<file path="config.mk">
export PLATFORM = sky130hd
export DESIGN_NAME = imd_datapath
export DESIGN_NICKNAME = d
export VERILOG_FILES = /design/src/design/imd_pkg.sv /design/src/design/imd_datapath.sv
export SDC_FILE = /design/constraint.sdc
export NUM_CORES = 2
export LEC_CHECK = 0
export CAP_MARGIN = 25
export CORE_MARGIN = 4
export CORE_UTILIZATION = 40
export CTS_BUF_LIST = sky130_fd_sc_hd__clkbuf_8
export DETAILED_ROUTE_END_ITERATION = 6
export DONT_BUFFER_PORTS = 1
export SLEW_MARGIN = 25
export SYNTH_ARGS = -nofsm -noshare
export SYNTH_HDL_FRONTEND = slang
export SYNTH_SLANG_ARGS = --single-unit
</file>
<file path="constraint.sdc">
create_clock -name aclk -period 12.9 [get_ports aclk]
set_clock_uncertainty 0.15 [all_clocks]
set_input_delay 1.935 -clock aclk [delete_from_list [all_inputs] [get_ports aclk]]
set_output_delay 1.935 -clock aclk [all_outputs]
set_load 0.02 [all_outputs]
</file>
<file path="src/design/imd_pkg.sv">
package imd_pkg;
	// Register byte offsets.
	localparam logic [11:0] IMD_CTRL_OFS = 12'h000;
	localparam logic [11:0] IMD_STAT_OFS = 12'h004;
	// Control field positions.
	localparam int IMD_RATE_LSB = 0;
	localparam int IMD_DIV_LSB = 2;
	localparam int IMD_CHAN_BIT = 4;
	localparam int IMD_CPLX_BIT = 5;
	localparam logic [31:0] IMD_CTRL_RST = 32'h00000000;
	localparam logic [31:0] IMD_CTRL_MASK = 32'h0000003F;
	localparam int IMD_W = 16;

	typedef enum logic [1:0] {
		IMD_RATE_X1 = 2'b00,
		IMD_RATE_X2 = 2'b01,
		IMD_RATE_X4 = 2'b10,
		IMD_RATE_X8 = 2'b11
	} imd_rate_t;

	typedef enum logic [1:0] {
		IMD_DIV_OFF = 2'b00,
		IMD_DIV_2 = 2'b01,
		IMD_DIV_4 = 2'b10,
		IMD_DIV_8 = 2'b11
	} imd_div_t;

	typedef struct packed {
		logic complex_mix_en;
		logic chan_sel;
		imd_div_t carrier_div_sel;
		imd_rate_t upsample_ratio_sel;
	} imd_cfg_t;

	typedef struct packed {
		logic signed [IMD_W-1:0] i;
		logic signed [IMD_W-1:0] q;
	} imd_iq_t;

	typedef enum logic [1:0] {
		IMD_WR_IDLE = 2'b00,
		IMD_WR_RESP = 2'b01
	} imd_wr_state_t;
endpackage

</file>
<file path="src/design/imd_datapath.sv">
// What this block does
// - Rate field picks ratio 1, 2, 4, 8.
// - Ratio built from chained half-band stages.
// - Two identical channels, I and Q.
// - Single mode: select bit picks I or Q.
// - Divide field: off, /2, /4, /8 carrier.
// - Single mode multiplies by real cosine.
// - Dual mode complex mix, select real/imag.
// - Complex carrier is positive frequency only.
// - Divide code zero bypasses the mixer.
//
// Our own choices: the AXI4-Lite slave port and the register addresses.
`timescale 1ns/1ps
module imd_datapath #(
	parameter int W = 16
) (
	input wire logic aclk,
	input wire logic aresetn,
	input wire logic [11:0] s_axi_awaddr,
	input wire logic s_axi_awvalid,
	output logic s_axi_awready,
	input wire logic [31:0] s_axi_wdata,
	input wire logic [3:0] s_axi_wstrb,
	input wire logic s_axi_wvalid,
	output logic s_axi_wready,
	output logic [1:0] s_axi_bresp,
	output logic s_axi_bvalid,
	input wire logic s_axi_bready,
	input wire logic [11:0] s_axi_araddr,
	input wire logic s_axi_arvalid,
	output logic s_axi_arready,
	output logic [31:0] s_axi_rdata,
	output logic [1:0] s_axi_rresp,
	output logic s_axi_rvalid,
	input wire logic s_axi_rready,
	input wire imd_pkg::imd_iq_t in_sample,
	output logic in_ready,
	output logic signed [W-1:0] dac_data
);
	import imd_pkg::*;

	if (W != IMD_W) begin : g_chk
		$error("W must equal the sample struct width");
	end

	// Register slave: write address and data are latched independently.
	logic aw_have_reg, aw_have_next, w_have_reg, w_have_next;
	logic [11:0] aw_addr_reg, aw_addr_next;
	logic [31:0] w_data_reg, w_data_next;
	logic [3:0] w_strb_reg, w_strb_next;
	logic bvalid_reg, bvalid_next;
	logic [1:0] bresp_reg, bresp_next;
	logic rvalid_reg, rvalid_next;
	logic [1:0] rresp_reg, rresp_next;
	logic [31:0] rdata_reg, rdata_next;
	logic [31:0] ctrl_reg, ctrl_next;
	logic arready_reg, arready_next;
	logic awready_reg, awready_next, wready_reg, wready_next;
	logic [2:0] phase_reg, phase_next;
	imd_cfg_t cfg;

	assign cfg = imd_cfg_t'(ctrl_reg[5:0]);

	always_comb begin
		aw_have_next = aw_have_reg;
		aw_addr_next = aw_addr_reg;
		w_have_next = w_have_reg;
		w_data_next = w_data_reg;
		w_strb_next = w_strb_reg;
		bvalid_next = bvalid_reg;
		bresp_next = bresp_reg;
		ctrl_next = ctrl_reg;
		rvalid_next = rvalid_reg;
		rresp_next = rresp_reg;
		rdata_next = rdata_reg;
		arready_next = 1'b0;
		if (s_axi_awvalid && !aw_have_reg) begin
			aw_have_next = 1'b1;
			aw_addr_next = s_axi_awaddr;
		end
		if (s_axi_wvalid && !w_have_reg) begin
			w_have_next = 1'b1;
			w_data_next = s_axi_wdata;
			w_strb_next = s_axi_wstrb;
		end
		if (bvalid_reg && s_axi_bready) begin
			bvalid_next = 1'b0;
		end
		if (aw_have_reg && w_have_reg && !bvalid_reg) begin
			aw_have_next = 1'b0;
			w_have_next = 1'b0;
			bvalid_next = 1'b1;
			if (aw_addr_reg == IMD_CTRL_OFS) begin
				bresp_next = 2'b00;
				if (w_strb_reg[0]) begin
					ctrl_next[7:0] = w_data_reg[7:0] & IMD_CTRL_MASK[7:0];
				end
			end else if (aw_addr_reg == IMD_STAT_OFS) begin
				bresp_next = 2'b00;
			end else begin
				bresp_next = 2'b10;
			end
		end
		if (rvalid_reg && s_axi_rready) begin
			rvalid_next = 1'b0;
		end
		if (s_axi_arvalid && !rvalid_reg && !arready_reg) begin
			arready_next = 1'b1;
			rvalid_next = 1'b1;
			rresp_next = 2'b00;
			if (s_axi_araddr == IMD_CTRL_OFS) begin
				rdata_next = ctrl_reg;
			end else if (s_axi_araddr == IMD_STAT_OFS) begin
				rdata_next = {29'h00000000, phase_reg};
			end else begin
				rdata_next = 32'h00000000;
				rresp_next = 2'b10;
			end
		end
		// The ready lines are registered copies of the free state so that they leave from flops.
		awready_next = !aw_have_next;
		wready_next = !w_have_next;
	end

	// Interpolation phase state.
	logic [2:0] slot_reg, slot_next;
	logic in_ready_reg, in_ready_next;
	imd_iq_t held_reg, held_next;
	imd_iq_t stage_reg [0:3];
	imd_iq_t stage_next [0:3];
	imd_iq_t prev_reg [0:2];
	imd_iq_t prev_next [0:2];
	logic signed [W-1:0] out_reg, out_next;
	logic [2:0] last_slot;
	imd_iq_t filt;
	logic signed [W-1:0] cosv, sinv, mix_re, mix_im;
	logic signed [W-1:0] cos_tab [0:7];
	logic signed [W-1:0] sin_tab [0:7];

	always_comb begin
		case (cfg.upsample_ratio_sel)
			IMD_RATE_X1: last_slot = 3'h0;
			IMD_RATE_X2: last_slot = 3'h1;
			IMD_RATE_X4: last_slot = 3'h3;
			default: last_slot = 3'h7;
		endcase
	end

	// One input sample per ratio of output clocks; at ratio 8 each stage doubles the rate.
	always_comb begin
		slot_next = (slot_reg >= last_slot) ? 3'h0 : slot_reg + 3'h1;
		in_ready_next = (slot_next == 3'h0);
		held_next = (in_ready_reg) ? in_sample : held_reg;
		phase_next = phase_reg + 3'h1;
		stage_next[0] = held_next;
	end

	// Each half-band stage: even outputs copy the sample, odd ones average
	// the last two, so I and Q see the same real response.
	genvar g;
	generate
		for (g = 0; g < 3; g++) begin : g_hb
			logic [2:0] step;
			assign step = 3'(1 << (2 - g));
			always_comb begin
				stage_next[g+1] = stage_reg[g+1];
				prev_next[g] = prev_reg[g];
				if ((slot_reg & (step - 3'h1)) == 3'h0) begin
					if ((slot_reg & step) == 3'h0) begin
						stage_next[g+1] = stage_reg[g];
						prev_next[g] = stage_reg[g];
					end else begin
						stage_next[g+1].i = W'((32'(signed'(stage_reg[g].i)) + 32'(signed'(prev_reg[g].i))) >>> 1);
						stage_next[g+1].q = W'((32'(signed'(stage_reg[g].q)) + 32'(signed'(prev_reg[g].q))) >>> 1);
					end
				end
			end
		end
	endgenerate

	always_comb begin
		case (cfg.upsample_ratio_sel)
			IMD_RATE_X1: filt = stage_reg[0];
			IMD_RATE_X2: filt = stage_reg[1];
			IMD_RATE_X4: filt = stage_reg[2];
			default: filt = stage_reg[3];
		endcase
	end

	// Cosine and sine tables over eight phases, scaled to full range.
	localparam logic signed [15:0] CK = 16'h7FFF;
	localparam logic signed [15:0] CH = 16'h5A82;

	always_comb begin
		cos_tab = '{CK, CH, 16'h0000, -CH, -CK, -CH, 16'h0000, CH};
		sin_tab = '{16'h0000, CH, CK, CH, 16'h0000, -CH, -CK, -CH};
		case (cfg.carrier_div_sel)
			IMD_DIV_2: begin
				cosv = cos_tab[{phase_reg[0], 2'b00}];
				sinv = sin_tab[{phase_reg[0], 2'b00}];
			end
			IMD_DIV_4: begin
				cosv = cos_tab[{phase_reg[1:0], 1'b0}];
				sinv = sin_tab[{phase_reg[1:0], 1'b0}];
			end
			default: begin
				cosv = cos_tab[phase_reg];
				sinv = sin_tab[phase_reg];
			end
		endcase
	end

	function automatic logic signed [W-1:0] qmul(input logic signed [W-1:0] a, input logic signed [W-1:0] b);
		logic signed [2*W-1:0] p;
		p = a * b;
		return p[2*W-2:W-1];
	endfunction

	// Complex product with exp(+j w n): sine lags cosine, positive frequency.
	always_comb begin
		mix_re = W'(32'(signed'(qmul(filt.i, cosv))) - 32'(signed'(qmul(filt.q, sinv))));
		mix_im = W'(32'(signed'(qmul(filt.i, sinv))) + 32'(signed'(qmul(filt.q, cosv))));
		if (cfg.carrier_div_sel == IMD_DIV_OFF) begin
			out_next = (cfg.chan_sel && cfg.complex_mix_en) ? filt.q :
				(cfg.chan_sel ? filt.q : filt.i);
		end else if (cfg.complex_mix_en) begin
			out_next = cfg.chan_sel ? mix_im : mix_re;
		end else begin
			out_next = cfg.chan_sel ? qmul(filt.q, cosv) : qmul(filt.i, cosv);
		end
	end

	always_ff @(posedge aclk) begin
		if (!aresetn) begin
			aw_have_reg <= 1'b0;
			aw_addr_reg <= 12'h000;
			w_have_reg <= 1'b0;
			w_data_reg <= 32'h00000000;
			w_strb_reg <= 4'h0;
			bvalid_reg <= 1'b0;
			bresp_reg <= 2'b00;
			rvalid_reg <= 1'b0;
			rresp_reg <= 2'b00;
			rdata_reg <= 32'h00000000;
			arready_reg <= 1'b0;
			awready_reg <= 1'b1;
			wready_reg <= 1'b1;
			ctrl_reg <= IMD_CTRL_RST;
			phase_reg <= 3'h0;
			slot_reg <= 3'h0;
			in_ready_reg <= 1'b0;
			held_reg <= '0;
			out_reg <= '0;
			for (int k = 0; k < 4; k++) begin
				stage_reg[k] <= '0;
			end
			for (int k = 0; k < 3; k++) begin
				prev_reg[k] <= '0;
			end
		end else begin
			aw_have_reg <= aw_have_next;
			aw_addr_reg <= aw_addr_next;
			w_have_reg <= w_have_next;
			w_data_reg <= w_data_next;
			w_strb_reg <= w_strb_next;
			bvalid_reg <= bvalid_next;
			bresp_reg <= bresp_next;
			rvalid_reg <= rvalid_next;
			rresp_reg <= rresp_next;
			rdata_reg <= rdata_next;
			arready_reg <= arready_next;
			awready_reg <= awready_next;
			wready_reg <= wready_next;
			ctrl_reg <= ctrl_next;
			phase_reg <= phase_next;
			slot_reg <= slot_next;
			in_ready_reg <= in_ready_next;
			held_reg <= held_next;
			out_reg <= out_next;
			stage_reg <= stage_next;
			prev_reg <= prev_next;
		end
	end

	assign s_axi_awready = awready_reg;
	assign s_axi_wready = wready_reg;
	assign s_axi_bvalid = bvalid_reg;
	assign s_axi_bresp = bresp_reg;
	assign s_axi_arready = arready_reg;
	assign s_axi_rvalid = rvalid_reg;
	assign s_axi_rresp = rresp_reg;
	assign s_axi_rdata = rdata_reg;
	assign in_ready = in_ready_reg;
	assign dac_data = out_reg;

	// Checks.
	property p_phase_free;
		@(posedge aclk) disable iff (!aresetn) phase_reg == 3'h7 |=> phase_reg == 3'h0;
	endproperty
	a_phase_free: assert property (p_phase_free) else $error("carrier phase not free running");

	property p_x1_ready;
		@(posedge aclk) disable iff (!aresetn) cfg.upsample_ratio_sel == IMD_RATE_X1 [*3] |-> in_ready_reg;
	endproperty
	a_x1_ready: assert property (p_x1_ready) else $error("ratio one must take every cycle");

	property p_x2_spacing;
		@(posedge aclk) disable iff (!aresetn)
			(cfg.upsample_ratio_sel == IMD_RATE_X2) throughout (in_ready_reg ##1 1'b1) |-> !in_ready_reg;
	endproperty
	a_x2_spacing: assert property (p_x2_spacing) else $error("ratio two takes too often");

	property p_bypass;
		@(posedge aclk) disable iff (!aresetn)
			cfg.carrier_div_sel == IMD_DIV_OFF && !cfg.chan_sel && $stable(ctrl_reg) |=> out_reg == $past(filt.i);
	endproperty
	a_bypass: assert property (p_bypass) else $error("bypass output differs from I");

	property p_single_q;
		@(posedge aclk) disable iff (!aresetn)
			cfg.carrier_div_sel == IMD_DIV_OFF && cfg.chan_sel |=> out_reg == $past(filt.q);
	endproperty
	a_single_q: assert property (p_single_q) else $error("select one must give Q");

	property p_write_resp;
		@(posedge aclk) disable iff (!aresetn) aw_have_reg && w_have_reg && !bvalid_reg |=> bvalid_reg;
	endproperty
	a_write_resp: assert property (p_write_resp) else $error("write response missing");

	c_x8: cover property (@(posedge aclk) cfg.upsample_ratio_sel == IMD_RATE_X8 && in_ready_reg);
	c_cplx: cover property (@(posedge aclk) cfg.complex_mix_en && cfg.carrier_div_sel == IMD_DIV_8);
	c_real: cover property (@(posedge aclk) !cfg.complex_mix_en && cfg.carrier_div_sel == IMD_DIV_4);
endmodule // imd_datapath

</file>
==> summary.md <==
| Metric | Value |
|---|---|
| Synth Instances | 5555 |
| Slew margin rel. | 22.1% |
| Worst-Skew Late Latency | 700 ps |
| Endpoint class of the critical path | flip-flop |
| WL met3 | 9120 microns |
| All-Layer GR Usage | 21.1% |
| Hold WC Path Type | flip-flop to flip-flop |
| Initial antenna violation count | 12 |
| Clock-pin slew on the worst setup and hold paths | 70 ps |
| Root Driver | clkbuf_8 |
| DRC Markers | 0 |
| Final GP Congestion | 0.914 |
| Via-to-Cell Ratio | 5.13 |
| Top Metal Used | met5 |
| Critical setup path kind | flip-flop to flip-flop |
| Leak pwr | 0.0270 uW |
| Slowest stage delay, CP | 820 ps |
| Number of port buffers | 0 |
| Sequential-to-total area share from yosys stat | 11.5% |
| Vias | 36800 |
| Yosys warnings | 0 |
| Initial DRC Count | 2282 |
| TritonRoute pass-1 iters | 6 |
| Post-route cell area | 0.0531 sq mm |
| DIE HEIGHT | 362 microns |
| Die Area | 0.131 sq mm |
| Die Wd | 362 microns |
| Most used cell, CP | inv_1 |
| Unique masters post-synth | 84 |
| Max Transition Viols Final | 0 |
| Fmax | 86.6 MHz |
| Prevailing post-synth register cell | dfxtp_1 |
| Mapped Avg Cell Area | 9.00 sq um |
| H-Tree Depth | 2 |
| Core Util, Final | 42.8% |
| Max IR drop VDD | 0.270 mV |
| Synthesis-to-finish area growth | 6.16% |
| Number of I/O pins | 157 |
| Max FFs per register | 128 |
| CTS Hold Buffers Added | 0 |
| Post-synth ARST share | 0% |
| Final Hold Vio Count | 0 |
| Status | finished clean |
| Yosys reg bits | 287 |
| Post-synth EDFFs | 0 |
| Maximum Capacitance Violations | 0 |
| Post-DP HPWL | 112000 microns |
| CTS resizes | 0 |
| Tcrit/Tclk final | 89.5% |
| # fillers | 12300 |
| Slowest library cell on the worst path | ha_1 |
| Count of final setup violators | 0 |
| DR WL/cell | 18.9 microns |
| Clock sink count | 287 |
| DRT met1 WL | 58300 microns |
| Startpoint types | flip-flop |
| Number of global-route vias before repair | 39100 |
| RSZ-0062 raised after global routing | false |
| Nets | 6973 |
| Placed inst area | 0.0519 sq mm |
| Final antenna-violating net count | 0 |
| Post-CTS repair timing setup buffer count | 0 |
| WL met2 | 63700 microns |
| Register area | 0.00576 sq mm |
| Cell Area, Synth | 0.0500 sq mm |
| Cell Pwr Density | 224 mW/mm^2 |
| Bufs on Longest Clock Path | 3 |
| Area of the core | 0.124 sq mm |
| Worst Max-Slew Pin Slew | 1160 ps |
| Setup TNS | 0 ps |
| TritonCTS buffer count | 53 |
| Footprint of the multi-input gates | 0.0394 sq mm |
| Gr ovfl total | 0 |
| CP Max Fanout | 21 |
| Layout cells sized above 1 | 4.81% |
| # rows | 129 |
| TritonCTS clock tree | done |
| First-pass GRT wire length | 217000 microns |
| Critical path data required time | 13330 ps |
| Routed WL | 135000 microns |
| Initial core utilization | 40.3% |
| Critical Path AT | 11980 ps |
| Largest net degree at the start of global routing | 168 |
| Minimum clock period | 11550 ps |
==> placed cells by master, fill, tap and decap left out, types with 24 or more instances in the layout <==
| master | count |
|---|---|
| a21oi_1 | 309 |
| nor2b_1 | 33 |
| nor3_1 | 59 |
| conb_1 | 28 |
| buf_4 | 71 |
| o21ai_0 | 140 |
| clkbuf_8 | 64 |
| ha_1 | 505 |
| nand2_1 | 484 |
| nand3_1 | 53 |
| nand2b_1 | 50 |
| mux2_2 | 30 |
| a211oi_1 | 43 |
| fa_1 | 876 |
| nor2_1 | 459 |
| o21a_1 | 41 |
| xor2_1 | 96 |
| dfxtp_1 | 281 |
| inv_1 | 1115 |
| mux2i_1 | 153 |
| o211ai_1 | 24 |
| a21o_1 | 79 |
| xnor2_1 | 199 |
==> final timing paths <==
path | from | end | slack (ps) | cells past startpoint
max | ctrl_reg[3]$_SDFFE_PN0P_ | dac_data[15]$_SDFF_PN0_ | 1350 | 41
min | aw_addr_reg[9]$_SDFFE_PN0P_ | aw_addr_reg[9]$_SDFFE_PN0P_ | 310 | 2
max reg2reg | ctrl_reg[3]$_SDFFE_PN0P_ | dac_data[15]$_SDFF_PN0_ | 1350 | 41
min reg2reg | aw_addr_reg[9]$_SDFFE_PN0P_ | aw_addr_reg[9]$_SDFFE_PN0P_ | 310 | 2
==> through the flow <==
stage                     instances  setup WS (ps)  power (uW)  hold WS, ps
after floorplan                5582           2570        8530          286
after global placement         7073           1370       10700          296
after detailed placement       7074           1400       10800          299
after CTS                      7171           1370       11900          270
after global routing           7173            527       13300          317
final                          7174           1350       11900          305
==> cell families after synthesis <==
group | synth area share [%]
simple gates | 10.8
xor+xnor | 5.26
mux | 4.28
fa+ha+maj | 48.0
compound gates | 9.96
other cells | 0.00750
buf+inv | 10.2
flops | 11.5
==> power breakdown <==
group / switching (uW) / total [uW] / internal [uW] / leakage [uW]
combinational: 5790 / 9980 / 4200 / 0.0240
sequential: 41.0 / 958 / 917 / 0.00234
clock: 437 / 970 / 532 / 0.000642
==> per-layer routing <==
metal / vias up / global-route usage (%)
met1: 18300 / 27.8
met3: 209 / 3.70
li1: 17400 / -
met2: 911 / 35.6
met4: 6 / 6.15
met5: - / 0
==> cell type report <==
class | count | share of cell area [%]
Tap cell | 1637 | 3.86
Clock buffer | 64 | 1.66
Multi-Input combinational cell | 3972 | 74.2
Antenna cell | 3 | 0.0141
Clock inverter | 33 | 0.507
Inverter | 1104 | 7.82
Sequential cell | 287 | 10.9
Timing Repair Buffer | 74 | 1.11
==> critical path, delay by kind of cell (launching register included) <==
family	cells	cell delay, ps
xor+xnor	2	730
fa+ha+maj	9	4500
simple gates	9	1840
buf+inv	9	1110
flops	1	540
mux	1	150
compound gates	11	2370
==> cells in the mapped netlist (all sizes together), types with 5 or more instances <==
cell type     n  share of area [%]
a311oi        6               0.11
or3          20               0.25
nor2b        35               0.44
clkbuf      149                1.1
o41ai        15               0.28
mux4         12               0.54
mux2i       153                3.1
maj3         12               0.24
nand3b       11               0.17
xor2         96                1.7
buf          70               0.77
nand2b       50               0.63
a211oi       44               0.66
and2         18               0.23
nand2       485                3.6
a31oi        17               0.21
nor3         60               0.61
o21bai       15               0.23
nor3b         5              0.085
xnor2       199                3.5
a21o         79                1.2
nor4          8               0.10
o21a         41               0.62
o31ai         9               0.14
a41o          5               0.10
nand4        10               0.13
a21boi        9               0.14
nor2        459                3.4
fa          876                 35
mux2         30               0.68
o21ai       161                1.6
a21oi       310                3.1
nand3        53               0.53
ha          506                 13
o211ai       26               0.41
dfxtp       287                 11
a31o         11               0.19
inv        1103                8.3
and3         12               0.15
a211o        11               0.19
or2          21               0.26
No activity file was read; power rests on OpenSTA's default activity.
